File: src/atc_regs.vh
/*
 * Register offsets, field positions, codes and timing counts of the
 * acquisition trigger control block.
 * Assumes a 32-bit APB slave with one aligned word per register.
 */
`ifndef ATC_REGS_VH
`define ATC_REGS_VH

// Byte offsets
`define ATC_FRAME_CFG_OFS       8'h00
`define ATC_LINE_CFG_OFS        8'h04
`define ATC_COMMAND_OFS         8'h08
`define ATC_STATUS_OFS          8'h0C
`define ATC_ADDR_W              8

// Frame configuration fields
`define ATC_FMODE_LSB           0
`define ATC_FMODE_MSB           2
`define ATC_FPOL_BIT            4
`define ATC_EXT_ATTACH_BIT      8

// Frame mode codes
`define ATC_FRAME_FREE_RUNNING  3'h0
`define ATC_ARMED_COMMAND       3'h1
`define ATC_ARMED_START_STOP    3'h2
`define ATC_FRAME_SINGLE_SHOT   3'h3
`define ATC_FRAME_SS_INTERNAL   3'h4
`define ATC_CONTINUOUS_SOURCE   3'h5
`define ATC_WINDOW_A_START_B    3'h6
`define ATC_WINDOW_A_LEVEL      3'h7

// Line configuration fields and codes
`define ATC_LMODE_LSB           0
`define ATC_LMODE_MSB           1
`define ATC_LPOL_BIT            4
`define ATC_ESEL_LSB            8
`define ATC_ESEL_MSB            9
`define ATC_LINE_FREE_RUNNING   2'h0
`define ATC_LINE_SINGLE_SHOT    2'h1
`define ATC_LINE_SS_INTERNAL    2'h2
`define ATC_FIRST_ENCODER       2'h0
`define ATC_ENCODER_UNKNOWN     2'h3

// Command bits
`define ATC_CMD_SNAP_BIT        0
`define ATC_CMD_GRAB_BIT        1
`define ATC_CMD_FREEZE_BIT      2
`define ATC_CMD_ABORT_BIT       3
`define ATC_CMD_FIFO_RST_BIT    4
`define ATC_CMD_CTAB_RST_BIT    5
`define ATC_CMD_SW_TRIG_A_BIT   6
`define ATC_CMD_SW_TRIG_B_BIT   7

// Status bits
`define ATC_ST_PENDING_BIT      0
`define ATC_ST_ACQUIRING_BIT    1
`define ATC_ST_GRAB_BIT         2
`define ATC_ST_FREEZE_BIT       3
`define ATC_ST_EXT_BIT          4

// Timing counts
`define ATC_SELF_TRIG_PERIOD    16'h0FFF
`define ATC_LINE_SELF_PERIOD    16'h003F

`endif

File: src/atc_trigger_ctrl.v
/*
 * Frame and line trigger control with APB register access, acquire
 * command arming, start/stop windows, FIFO and control table resets.
 * Assumes one 40 MHz clock, trigger and encoder pins asynchronous to it,
 * camera frame start pin asynchronous as well.
 */
//
// Behaviour
// RULE1: FIFO reset command clears data FIFO and the freeze register.
// RULE2: Control table reset command restores table contents to reset values.
// RULE3: Frame free run acquires continuously with no trigger.
// RULE4: Frame trigger edge is rising or falling by polarity setting.
// RULE5: Armed mode holds snap or grab pending until a frame trigger.
// RULE6: Latched command starts capture at the next camera frame start.
// RULE7: Freeze and abort act at once; only snap and grab are gated.
// RULE8: Start/stop modes make start and stop from triggers themselves.
// RULE9: A-start/B-stop window starts on A rising, stops on B rising.
// RULE10: A-start/A-stop window starts on A rising, stops on A falling.
// RULE11: Self-triggered frame single shot makes triggers internally.
// RULE12: Armed mode never resets camera timing; latency up to one frame.
// RULE13: Each accepted frame trigger captures one whole frame.
// RULE14: Software triggers always act; external only while attached.
// RULE15: Line single shot needs one trigger per line; free run needs none.
// RULE16: One line polarity picks rising or falling for all line triggers.
// RULE17: Self-triggered line single shot makes line triggers internally.
// RULE18: First encoder selected uses encoder A and ignores encoder B.
// RULE19: Host reads back frame trigger mode and polarity.
// RULE20: Line readback gives mode, polarity, select, or unknown code.
// RULE21: Host writes the acquire command before the trigger arrives.
// RULE22: Attach control gates external trigger, other settings unchanged.
// RULE23: External trigger and encoder pins are synchronised then edge detected.
// RULE24: Unsupported mode, polarity or encoder code leaves settings unchanged.
`include "atc_regs.vh"

module atc_trigger_ctrl
(
    // Clock and reset
    input  wire        CLOCK_IN,
    input  wire        SYS_RST_IN,
    // APB slave
    input  wire        PSEL_IN,
    input  wire        PENABLE_IN,
    input  wire        PWRITE_IN,
    input  wire [7:0]  PADDR_IN,
    input  wire [31:0] PWDATA_IN,
    output reg  [31:0] PRDATA_OUT,
    output reg         PREADY_OUT,
    output reg         PSLVERR_OUT,
    // Trigger, encoder and camera pins
    input  wire        TRIG_A_IN,
    input  wire        TRIG_B_IN,
    input  wire        ENC_A_IN,
    input  wire        ENC_B_IN,
    input  wire        CAM_FRAME_START_IN,
    // Acquisition control outputs
    output reg         ACQ_ENABLE_OUT,
    output reg         LINE_CAPTURE_OUT,
    output reg         FIFO_CLEAR_OUT,
    output reg         CTAB_RESET_OUT,
    output reg         FREEZE_OUT
);

    // Acquisition states
    localparam [3:0] ST_IDLE    = 4'b0001;
    localparam [3:0] ST_PENDING = 4'b0010;
    localparam [3:0] ST_WAIT_FR = 4'b0100;
    localparam [3:0] ST_CAPTURE = 4'b1000;

    reg  [2:0]  fmode_q;
    reg         fpol_q;
    reg         ext_attach_q;
    reg  [1:0]  lmode_q;
    reg         lpol_q;
    reg  [1:0]  esel_q;
    reg  [3:0]  state_q;
    reg  [3:0]  state_d;
    reg         grab_q;
    reg         grab_d;
    reg  [2:0]  ta_sync_q;
    reg  [2:0]  tb_sync_q;
    reg  [2:0]  ea_sync_q;
    reg  [2:0]  fs_sync_q;
    reg         sw_a_q;
    reg         sw_b_q;
    reg  [15:0] fself_cnt_q;
    reg  [15:0] lself_cnt_q;
    reg         fself_q;
    reg         lself_q;

    wire        wr_acc;
    wire        rd_acc;
    wire        cmd_wr;
    wire        ext_a_rise;
    wire        ext_a_fall;
    wire        ext_b_rise;
    wire        a_rise;
    wire        a_fall;
    wire        b_rise;
    wire        frame_trig;
    wire        frame_start;
    wire        line_edge;
    wire        snap_cmd;
    wire        grab_cmd;
    wire        abort_cmd;
    wire        start_stop;
    wire        win_start;
    wire        win_stop;
    wire [2:0]  new_fmode;
    wire [1:0]  new_lmode;
    wire [1:0]  new_esel;
    reg  [31:0] rd_mux;

    assign wr_acc = PSEL_IN & PENABLE_IN & PWRITE_IN & PREADY_OUT;
    assign rd_acc = PSEL_IN & PENABLE_IN & ~PWRITE_IN & PREADY_OUT;
    assign cmd_wr = wr_acc & (PADDR_IN == `ATC_COMMAND_OFS);

    // Pin synchronisers; stage 0 feeds only stage 1
    always @(posedge CLOCK_IN or posedge SYS_RST_IN)
    begin
        if (SYS_RST_IN)
        begin
            ta_sync_q <= 3'h0;
            tb_sync_q <= 3'h0;
            ea_sync_q <= 3'h0;
            fs_sync_q <= 3'h0;
        end
        else
        begin
            ta_sync_q <= {ta_sync_q[1:0], TRIG_A_IN};           // see RULE23
            tb_sync_q <= {tb_sync_q[1:0], TRIG_B_IN};           // see RULE23
            ea_sync_q <= {ea_sync_q[1:0], ENC_A_IN};            // see RULE18
            fs_sync_q <= {fs_sync_q[1:0], CAM_FRAME_START_IN};
        end
    end

    // Encoder B is never sampled
    wire unused_enc_b = ENC_B_IN;                               // see RULE18

    // Edge detect on synchronised stages 1 and 2
    assign ext_a_rise = ext_attach_q & ta_sync_q[1] & ~ta_sync_q[2];   // see RULE22
    assign ext_a_fall = ext_attach_q & ~ta_sync_q[1] & ta_sync_q[2];
    assign ext_b_rise = ext_attach_q & tb_sync_q[1] & ~tb_sync_q[2];
    assign a_rise = ext_a_rise | sw_a_q;                        // see RULE14
    assign a_fall = ext_a_fall;
    assign b_rise = ext_b_rise | sw_b_q;                        // see RULE14
    assign frame_trig = (fmode_q == `ATC_FRAME_SS_INTERNAL) ? fself_q
                      : (fpol_q ? (ext_a_fall | sw_a_q) : a_rise);   // see RULE4
    assign frame_start = fs_sync_q[1] & ~fs_sync_q[2];
    assign line_edge = lpol_q ? (~ea_sync_q[1] & ea_sync_q[2])
                              : (ea_sync_q[1] & ~ea_sync_q[2]);      // see RULE16

    assign snap_cmd  = cmd_wr & PWDATA_IN[`ATC_CMD_SNAP_BIT];
    assign grab_cmd  = cmd_wr & PWDATA_IN[`ATC_CMD_GRAB_BIT];
    assign abort_cmd = cmd_wr & PWDATA_IN[`ATC_CMD_ABORT_BIT];
    assign start_stop = (fmode_q == `ATC_ARMED_START_STOP) |
                        (fmode_q == `ATC_WINDOW_A_START_B) |
                        (fmode_q == `ATC_WINDOW_A_LEVEL);
    assign win_start = a_rise;                                  // see RULE9
    assign win_stop  = (fmode_q == `ATC_WINDOW_A_LEVEL) ? a_fall : b_rise;  // see RULE10

    assign new_fmode = PWDATA_IN[`ATC_FMODE_MSB:`ATC_FMODE_LSB];
    assign new_lmode = PWDATA_IN[`ATC_LMODE_MSB:`ATC_LMODE_LSB];
    assign new_esel  = PWDATA_IN[`ATC_ESEL_MSB:`ATC_ESEL_LSB];

    // Configuration registers
    always @(posedge CLOCK_IN or posedge SYS_RST_IN)
    begin
        if (SYS_RST_IN)
        begin
            fmode_q      <= `ATC_FRAME_FREE_RUNNING;
            fpol_q       <= 1'b0;
            ext_attach_q <= 1'b0;
            lmode_q      <= `ATC_LINE_FREE_RUNNING;
            lpol_q       <= 1'b0;
            esel_q       <= `ATC_FIRST_ENCODER;
            sw_a_q       <= 1'b0;
            sw_b_q       <= 1'b0;
        end
        else
        begin
            sw_a_q <= cmd_wr & PWDATA_IN[`ATC_CMD_SW_TRIG_A_BIT];
            sw_b_q <= cmd_wr & PWDATA_IN[`ATC_CMD_SW_TRIG_B_BIT];
            if (wr_acc && PADDR_IN == `ATC_FRAME_CFG_OFS)
            begin
                fmode_q      <= new_fmode;                      // All eight codes defined
                fpol_q       <= PWDATA_IN[`ATC_FPOL_BIT];
                ext_attach_q <= PWDATA_IN[`ATC_EXT_ATTACH_BIT]; // see RULE22
            end
            if (wr_acc && PADDR_IN == `ATC_LINE_CFG_OFS &&
                new_lmode != 2'h3 && new_esel == `ATC_FIRST_ENCODER)
            begin
                lmode_q <= new_lmode;                           // see RULE24
                lpol_q  <= PWDATA_IN[`ATC_LPOL_BIT];
                esel_q  <= new_esel;
            end
        end
    end

    // Acquisition sequencer
    always @*
    begin
        state_d = state_q;
        grab_d  = grab_q;
        case (state_q)
            ST_IDLE:
            begin
                if (fmode_q == `ATC_FRAME_FREE_RUNNING ||
                    fmode_q == `ATC_CONTINUOUS_SOURCE)
                begin
                    state_d = ST_WAIT_FR;                       // see RULE3
                    grab_d  = 1'b1;
                end
                else if (start_stop)
                begin
                    if (win_start)
                    begin
                        state_d = ST_WAIT_FR;                   // see RULE8
                        grab_d  = 1'b1;
                    end
                end
                else if (snap_cmd | grab_cmd)
                begin
                    state_d = ST_PENDING;                       // see RULE5
                    grab_d  = grab_cmd;
                end
            end
            ST_PENDING:
            begin
                if (frame_trig)
                    state_d = ST_WAIT_FR;                       // see RULE12
            end
            ST_WAIT_FR:
            begin
                if (frame_start)
                    state_d = ST_CAPTURE;                       // see RULE6
            end
            ST_CAPTURE:
            begin
                if (frame_start && !grab_q)
                    state_d = ST_IDLE;                          // see RULE13
                else if (frame_start && !start_stop &&
                         fmode_q != `ATC_FRAME_FREE_RUNNING &&
                         fmode_q != `ATC_CONTINUOUS_SOURCE)
                    state_d = ST_PENDING;                       // see RULE13
            end
            default:
                state_d = ST_IDLE;
        endcase
        if (start_stop && win_stop && state_q != ST_IDLE)
        begin
            state_d = ST_IDLE;                                  // see RULE8
        end
        if (cmd_wr && PWDATA_IN[`ATC_CMD_FREEZE_BIT])
        begin
            grab_d = 1'b0;                                      // see RULE7
        end
        if (abort_cmd)
        begin
            state_d = ST_IDLE;                                  // see RULE7
        end
    end

    // Self trigger timers
    always @(posedge CLOCK_IN or posedge SYS_RST_IN)
    begin
        if (SYS_RST_IN)
        begin
            fself_cnt_q <= 16'h0000;
            lself_cnt_q <= 16'h0000;
            fself_q     <= 1'b0;
            lself_q     <= 1'b0;
        end
        else
        begin
            fself_q <= (fself_cnt_q == `ATC_SELF_TRIG_PERIOD);  // see RULE11
            fself_cnt_q <= (fself_cnt_q == `ATC_SELF_TRIG_PERIOD) ? 16'h0000
                         : fself_cnt_q + 16'h0001;
            lself_q <= (lself_cnt_q == `ATC_LINE_SELF_PERIOD);  // see RULE17
            lself_cnt_q <= (lself_cnt_q == `ATC_LINE_SELF_PERIOD) ? 16'h0000
                         : lself_cnt_q + 16'h0001;
        end
    end

    // State, outputs and APB answer
    always @(posedge CLOCK_IN or posedge SYS_RST_IN)
    begin
        if (SYS_RST_IN)
        begin
            state_q          <= ST_IDLE;
            grab_q           <= 1'b0;
            ACQ_ENABLE_OUT   <= 1'b0;
            LINE_CAPTURE_OUT <= 1'b0;
            FIFO_CLEAR_OUT   <= 1'b0;
            CTAB_RESET_OUT   <= 1'b0;
            FREEZE_OUT       <= 1'b0;
            PRDATA_OUT       <= 32'h0000_0000;
            PREADY_OUT       <= 1'b0;
            PSLVERR_OUT      <= 1'b0;
        end
        else
        begin
            state_q        <= state_d;
            grab_q         <= grab_d;
            ACQ_ENABLE_OUT <= (state_d == ST_CAPTURE);
            case (lmode_q)
                `ATC_LINE_SINGLE_SHOT:
                begin
                    LINE_CAPTURE_OUT <= line_edge & (state_q == ST_CAPTURE);  // see RULE15
                end
                `ATC_LINE_SS_INTERNAL:
                begin
                    LINE_CAPTURE_OUT <= lself_q & (state_q == ST_CAPTURE);    // see RULE17
                end
                default:
                begin
                    LINE_CAPTURE_OUT <= (state_q == ST_CAPTURE);              // see RULE15
                end
            endcase
            FIFO_CLEAR_OUT <= cmd_wr & PWDATA_IN[`ATC_CMD_FIFO_RST_BIT];     // see RULE1
            CTAB_RESET_OUT <= cmd_wr & PWDATA_IN[`ATC_CMD_CTAB_RST_BIT];     // see RULE2
            if (cmd_wr && PWDATA_IN[`ATC_CMD_FIFO_RST_BIT])
            begin
                FREEZE_OUT <= 1'b0;                                          // see RULE1
            end
            else if (cmd_wr && PWDATA_IN[`ATC_CMD_FREEZE_BIT])
            begin
                FREEZE_OUT <= 1'b1;                                          // see RULE7
            end
            else if (snap_cmd | grab_cmd)
            begin
                FREEZE_OUT <= 1'b0;
            end
            PREADY_OUT  <= PSEL_IN & ~PENABLE_IN;
            PSLVERR_OUT <= PSEL_IN & ~PENABLE_IN & (PADDR_IN[1:0] != 2'b00 ||
                           PADDR_IN > `ATC_STATUS_OFS);
            if (rd_acc)
                PRDATA_OUT <= 32'h0000_0000;
            else if (PSEL_IN && !PENABLE_IN && !PWRITE_IN)
                PRDATA_OUT <= rd_mux;
        end
    end

    // Read mux
    always @*
    begin
        rd_mux = 32'h0000_0000;
        case (PADDR_IN)
            `ATC_FRAME_CFG_OFS:
            begin
                rd_mux[`ATC_FMODE_MSB:`ATC_FMODE_LSB] = fmode_q;     // see RULE19
                rd_mux[`ATC_FPOL_BIT]       = fpol_q;
                rd_mux[`ATC_EXT_ATTACH_BIT] = ext_attach_q;
            end
            `ATC_LINE_CFG_OFS:
            begin
                rd_mux[`ATC_LMODE_MSB:`ATC_LMODE_LSB] = lmode_q;     // see RULE20
                rd_mux[`ATC_LPOL_BIT] = lpol_q;
                rd_mux[`ATC_ESEL_MSB:`ATC_ESEL_LSB] =
                    (esel_q == `ATC_FIRST_ENCODER) ? esel_q : `ATC_ENCODER_UNKNOWN;
            end
            `ATC_COMMAND_OFS:
                rd_mux = 32'h0000_0000;
            `ATC_STATUS_OFS:
            begin
                rd_mux[`ATC_ST_PENDING_BIT]   = (state_q == ST_PENDING);
                rd_mux[`ATC_ST_ACQUIRING_BIT] = (state_q == ST_CAPTURE);
                rd_mux[`ATC_ST_GRAB_BIT]      = grab_q;
                rd_mux[`ATC_ST_FREEZE_BIT]    = FREEZE_OUT;
                rd_mux[`ATC_ST_EXT_BIT]       = ext_attach_q;
            end
            default:
                rd_mux = 32'h0000_0000;
        endcase
    end

endmodule
File: config.mk
export PLATFORM = sky130hd
export DESIGN_NAME = atc_trigger_ctrl
export DESIGN_NICKNAME = d
export VERILOG_FILES = /design/src/atc_trigger_ctrl.v
export VERILOG_INCLUDE_DIRS = /design/src
export SDC_FILE = /design/constraint.sdc
export NUM_CORES = 1
export LEC_CHECK = 0
export BUFFER_PORTS_ARGS = -buffer_cell sky130_fd_sc_hd__buf_2
export CAP_MARGIN = 20
export CORE_ASPECT_RATIO = 2
export CORE_MARGIN = 2
export CORE_UTILIZATION = 40
export CTS_BUF_LIST = sky130_fd_sc_hd__clkbuf_2
export DETAILED_ROUTE_END_ITERATION = 10
export GPL_ROUTABILITY_DRIVEN = 0
export GPL_TIMING_DRIVEN = 0
export PLACE_DENSITY = 0.69
export SKIP_CTS_REPAIR_TIMING = 1
export SYNTH_ARGS = -nofsm -noshare
export SYNTH_HDL_FRONTEND = slang
export SYNTH_SLANG_ARGS = --single-unit
File: constraint.sdc
create_clock -name CLOCK_IN -period 5 [get_ports CLOCK_IN]
set_input_delay 0.25 -clock CLOCK_IN [delete_from_list [all_inputs] [get_ports CLOCK_IN]]
set_output_delay 0.25 -clock CLOCK_IN [all_outputs]
set_load 0.03 [all_outputs]
**Word-level counts from Yosys, hierarchy flattened**

Index checks and enable logic that the tools add are counted.

- Bits in registers: 102
- Bits of input ports: 50
- Output and inout bits: 39

- Add/subtract/negate cells: 2
- Magnitude comparators: 1
- Equality and inequality tests: 21
- Muxes and demuxes: 36
- Bitwise operators: 40
- Reductions and logical operators: 31

Operator list:

| kind | number |
|---|---|
| 32-bit two-way mux | 2 |
| 4-bit two-way mux | 10 |
| 16-bit by 1-bit adder with 16-bit output (second input constant) | 2 |
| 16-bit two-way mux | 2 |
| 1-bit AND | 26 |
| 16-bit by 12-bit equality test with 1-bit output (second input constant) | 1 |
| 16-bit by 6-bit equality test with 1-bit output (second input constant) | 1 |
| 8-bit by 4-bit equality test with 1-bit output (second input constant) | 2 |
| 4-bit case mux with 4 select lines | 1 |
| 1-bit two-way mux | 15 |
| 1-bit logical AND | 14 |
| 3-bit equality test (second input constant) | 4 |
| 4-bit equality test (second input constant) | 2 |
| 8-bit by 3-bit equality test with 1-bit output (second input constant) | 1 |
| 8-bit by 4-bit > comparator with 1-bit output (second input constant) | 1 |
| 8-bit logical NOT | 1 |
| 1-bit inverter | 8 |
| 1-bit OR | 6 |
| 1-bit case mux with 2 select lines | 3 |
| 2-bit case mux with 3 select lines | 1 |
| 2-bit nonzero test | 3 |
| 3-bit nonzero test | 2 |
| 4-bit by 1-bit equality test with 1-bit output (second input constant) | 1 |
| 4-bit by 2-bit equality test with 1-bit output (second input constant) | 1 |
| other kinds (16) | 21 |

**Depth between registers and ports, before layout**

- Depth in word-level cells: 13
- Gate-level depth with buffers: 7
- Gate-level depth less buffers: 6

**Worst setup path before layout**

No wires, ideal clock.

- Path type: in2reg
- From: input PADDR_IN[7]
- To: register lmode_q[0]
- Library setup time: 0.128 ns
- Data arrival time: 1.725 ns
- Slack: 3.148 ns
- Stages: 5
- Buffers on the path: 0
- Path through: or4_4 -> or2_4 -> nor2_2 -> and4b_2 -> mux2_1

- Cells in the longest elaborated chain, start to end: 4

Ends and longest elaborated chain:

| what | RTL line | text |
|---|---|---|
| start: declaration | atc_trigger_ctrl.v:44 | `input wire [7:0] PADDR_IN,` |
| 8-bit by 3-bit equality test with 1-bit output | - |  |
| 1-bit logical AND (no line) | - |  |
| 1-bit logical AND | atc_trigger_ctrl.v:189 | `` if (wr_acc && PADDR_IN == `ATC_LINE_CFG_OFS && `` |
| 1-bit logical AND (no line) | - |  |
| end signal: assignment | atc_trigger_ctrl.v:173 | `` lmode_q <= `ATC_LINE_FREE_RUNNING; `` |
| end signal: assignment | atc_trigger_ctrl.v:192 | `lmode_q <= new_lmode;` |
| end: declaration | atc_trigger_ctrl.v:72 | `reg [1:0] lmode_q;` |

Every way passes these cells.
A chain may end at the register's enable or synchronous reset.

**Worst setup path in the final report**

- From: register state_q[0]
- To: register state_q[0]

- Cells in the longest elaborated chain, start to end: 6
- Elaborated cells on any way between the ends: 17
- Classes of those cells: eq/ne: 5; mux: 11; reduce/logical: 1

Ends and longest elaborated chain:

| what | RTL line | text |
|---|---|---|
| start: declaration | atc_trigger_ctrl.v:75 | `reg [3:0] state_q;` |
| start signal: assignment | atc_trigger_ctrl.v:302 | `state_q <= state_d;` |
| 4-bit two-way mux (on tied branches) | atc_trigger_ctrl.v:221, atc_trigger_ctrl.v:215 |  |
| 4-bit two-way mux | atc_trigger_ctrl.v:213 | `else if (start_stop)` |
| 4-bit two-way mux | atc_trigger_ctrl.v:207 | `` if (fmode_q == `ATC_FRAME_FREE_RUNNING \|\| `` |
| 4-bit case mux with 4 select lines | atc_trigger_ctrl.v:204 | `case (state_q)` |
| 4-bit two-way mux (*) | atc_trigger_ctrl.v:249 | `if (start_stop && win_stop && state_q != ST_IDLE)` |
| 4-bit two-way mux (*) | atc_trigger_ctrl.v:257 | `if (abort_cmd)` |
| named net state_d[0] | atc_trigger_ctrl.v:76 | `reg [3:0] state_d;` |

The timed path passes the listed nets; every way through them passes the cells marked *.

==> impl_results.md <==
- PortBufs: 38
- ANT cells: 0
- Antenna violations before repair: 0
- WL met3: 312 µm
- Vias per cell: 4.90
- Multi-input logic area: about 1500 µm²
- Slew Limit Fails: 0
- Die ar.: 9660 µm²
- CTS Sinks: 77
- Clk Latency, worst-skew pair: between 0.5 and 0.6 ns
- DRC: 0
- VDD IR max: between 0.1 and 0.15 mV
- Register area share after synthesis: a little over half
- Top Metal Used: met4
- Routed WL per cell: approximately 13 µm
- Non-filler cells, final: a little over 500
- Final setup violation count: 0
- Power, Total: 1180 µW
- Req. time, crit path: roughly 5.5 ns
- Max_cap viols: 0
- Yosys cell types: between 50 and 60
- Final Critical Period: 1.89 ns
- Slew margin rel.: 41.8%
- Hold Path Class: in -> reg
- Clk_skew: ~0.028 ns
- Routed metal-1 wire length: 2.48 mm
- Nets: between 400 and 500
- Vias in the first global route: approximately 2400
- Run status: finished, final reports clean
- Met2 routed WL: ~4 mm
- Hold Fails Final Rpt: 0
- Core area: ~8600 µm²
- Area occupied by registers: roughly 1900 µm²
- Initial core utilization: a little over 40%
- TritonCTS buffer count: 9
- Io pins: between 80 and 90
- Synthesized area: 3540 µm²
- Syn Inst Count: ~320
- Commonest non-fill, non-tap cell in the layout: dfrtp_1
- Die Height: 137 µm
- First-pass GRT wire length: around 11 mm
- WL final: between 6 and 7 mm
- RSZ-0062 raised after global routing: false
- Clock slew at reported path FFs: approximately 0.22 ns
- H-tree Lvls: 3
- Crit. End Element: flip-flop
- Maximum operating frequency: around 530 MHz
- Via Count: 2532
- Fraction of layout cells with a size suffix above 1: between 20% and 30%
- Setup TNS: 0 ns
- Warnings from Yosys: 0
- Crit Path Max Fanout: 7
- Total track usage: 14.8%
- Post-Syn Area per Cell: roughly 11 µm²
- Critical path class: reg -> reg
- Router iterations before antenna repair: 4
- Post-DP HPWL: 5.16 mm
- Leak: between 0.002 and 0.0025 µW
- Pin count of the biggest net entering global routing: slightly above 50
- ANT nets after route: 0
- Initial DRC Count: between 100 and 150
- Seq cells post-synth: 77
- Root buffer cell: clkbuf_2
- Main synth FF type: dfrtp_1
- Final critical-path share of the clock period: a little under two fifths
- PD cells: 277 nW/µm²
- Clk buf depth: 2
- CP startpoint kind: flip-flop
- Arrival time at the worst endpoint: ~2.3 ns
- DIE WIDTH: 70.5 µm
- Worst-Margin Slew: between 0.8 and 0.9 ns
- Cells after DPL: 486
- Most frequent cells in the layout: 76 x dfrtp_1, 38 x buf_2, 32 x nor2_1, 26 x buf_4, 25 x conb_1
- Ys async rst share: 100%
- Area Growth Syn to Fin: 20.4%
- EDFF count, synth: 0
- CTS tree: built
- Std cell rows: 48
- Filler Cell Count: ~830
- Total gr overflow: 0
-- stage by stage --
stage,hold WS (ns),util (%),area [µm²],setup slack (ns)
after CTS,-0.362,47.9,4110,3.11
after global routing,0.0663,49.6,4260,3.04
after global placement,0.332,45.9,3940,1.95
after detailed placement,0.262,46.4,3980,2.93
final,0.102,49.6,4260,3.11
after floorplan,0.281,-,3630,2.78
-- Yosys cell counts, drive strengths merged (2+ instances only) --
library cell / instances / area share [%]
o21ai: 5 / 0.71
o22ai: 2 / 0.35
xor2: 14 / 3.5
xnor2: 14 / 3.5
a22o: 7 / 1.7
nand3b: 2 / 0.42
nor4: 3 / 0.71
and4: 2 / 0.50
and2: 7 / 1.2
dfrtp: 76 / 54
nor3: 4 / 0.57
nand4: 6 / 1.1
and3: 3 / 0.53
or2: 3 / 0.60
clkbuf: 5 / 0.53
mux2: 8 / 2.5
nor2: 33 / 3.6
nand3: 16 / 2.3
buf: 26 / 5.5
mux2i: 4 / 1.1
a21oi: 4 / 0.57
nor4b: 2 / 0.50
a31oi: 2 / 0.35
nand2: 21 / 2.2
a22oi: 3 / 0.64
and3b: 2 / 0.50
nand2b: 6 / 1.1
ha: 3 / 1.1
a21o: 2 / 0.42
nor3b: 5 / 1.2
nor2b: 6 / 1.1
inv: 8 / 0.85
a211oi: 3 / 0.64
-- kinds of logic after synthesis --
logic type / synth area share (%)
flip-flops: 54.5
XOR/XNOR: 6.93
buffers and inverters: 6.90
AND/OR/NAND/NOR: 19.4
multiplexers: 3.68
AO/OA/AOI/OAI: 7.39
other: 0.106
adder cells (fa/ha/maj): 1.06
-- layout make-up --
type                            count  area share, %
Clock inverter                      6           1.82
Timing Repair Buffer               55           8.87
Sequential cell                    77           45.3
Multi-Input combinational cell    230           34.2
Buffer                             31           5.02
Clock buffer                       10           1.17
Tap cell                          100           2.94
Inverter                            8          0.764
-- critical path, stage by stage, from the launching register on --
cell,delay [ns]
dfstp_2,0.63
or4b_2,0.65
o31ai_1,0.10
nand2_1,0.17
a221o_1,0.29
-- final timing paths --
| kind | from | to | slack [ns] | depth (start not counted) |
|---|---|---|---|---|
| max | state_q[0]$_DFF_PP1_ | state_q[0]$_DFF_PP1_ | 3.11 | 4 |
| min | PWRITE_IN | PRDATA_OUT[1]$_DFFE_PP0P_ | 0.10 | 3 |
| max reg2reg | state_q[0]$_DFF_PP1_ | state_q[0]$_DFF_PP1_ | 3.11 | 4 |
| min reg2reg | fs_sync_q[0]$_DFF_PP0_ | fs_sync_q[1]$_DFF_PP0_ | 0.37 | 0 |
| max in group asynchronous | SYS_RST_IN | state_q[0]$_DFF_PP1_ | 4.14 | 4 |
| min in group asynchronous | SYS_RST_IN | lself_cnt_q[3]$_DFF_PP0_ | 0.23 | 3 |
-- registers in the layout (all words and copies together), names as in the netlist, 4 cells and up --
name and cells:
fself_cnt_q 16, PRDATA_OUT 7, lself_cnt_q 16, state_q 4
-- per-layer routing --
metal / global-route usage, % / vias up
met1: 14.6 / 1222
met2: 27.7 / 63
met4: 7.37 / 0
li1: - / 1239
met5: 0 / -
met3: 3.90 / 8
-- report_power, final --
group          switching [µW]  leakage, µW  internal, µW  total [µW]
sequential               12.8      0.00100           642         654
combinational            92.7      0.00101          65.3         158
clock                     205    0.0000808           163         368
(Power assumes the default switching activity.)
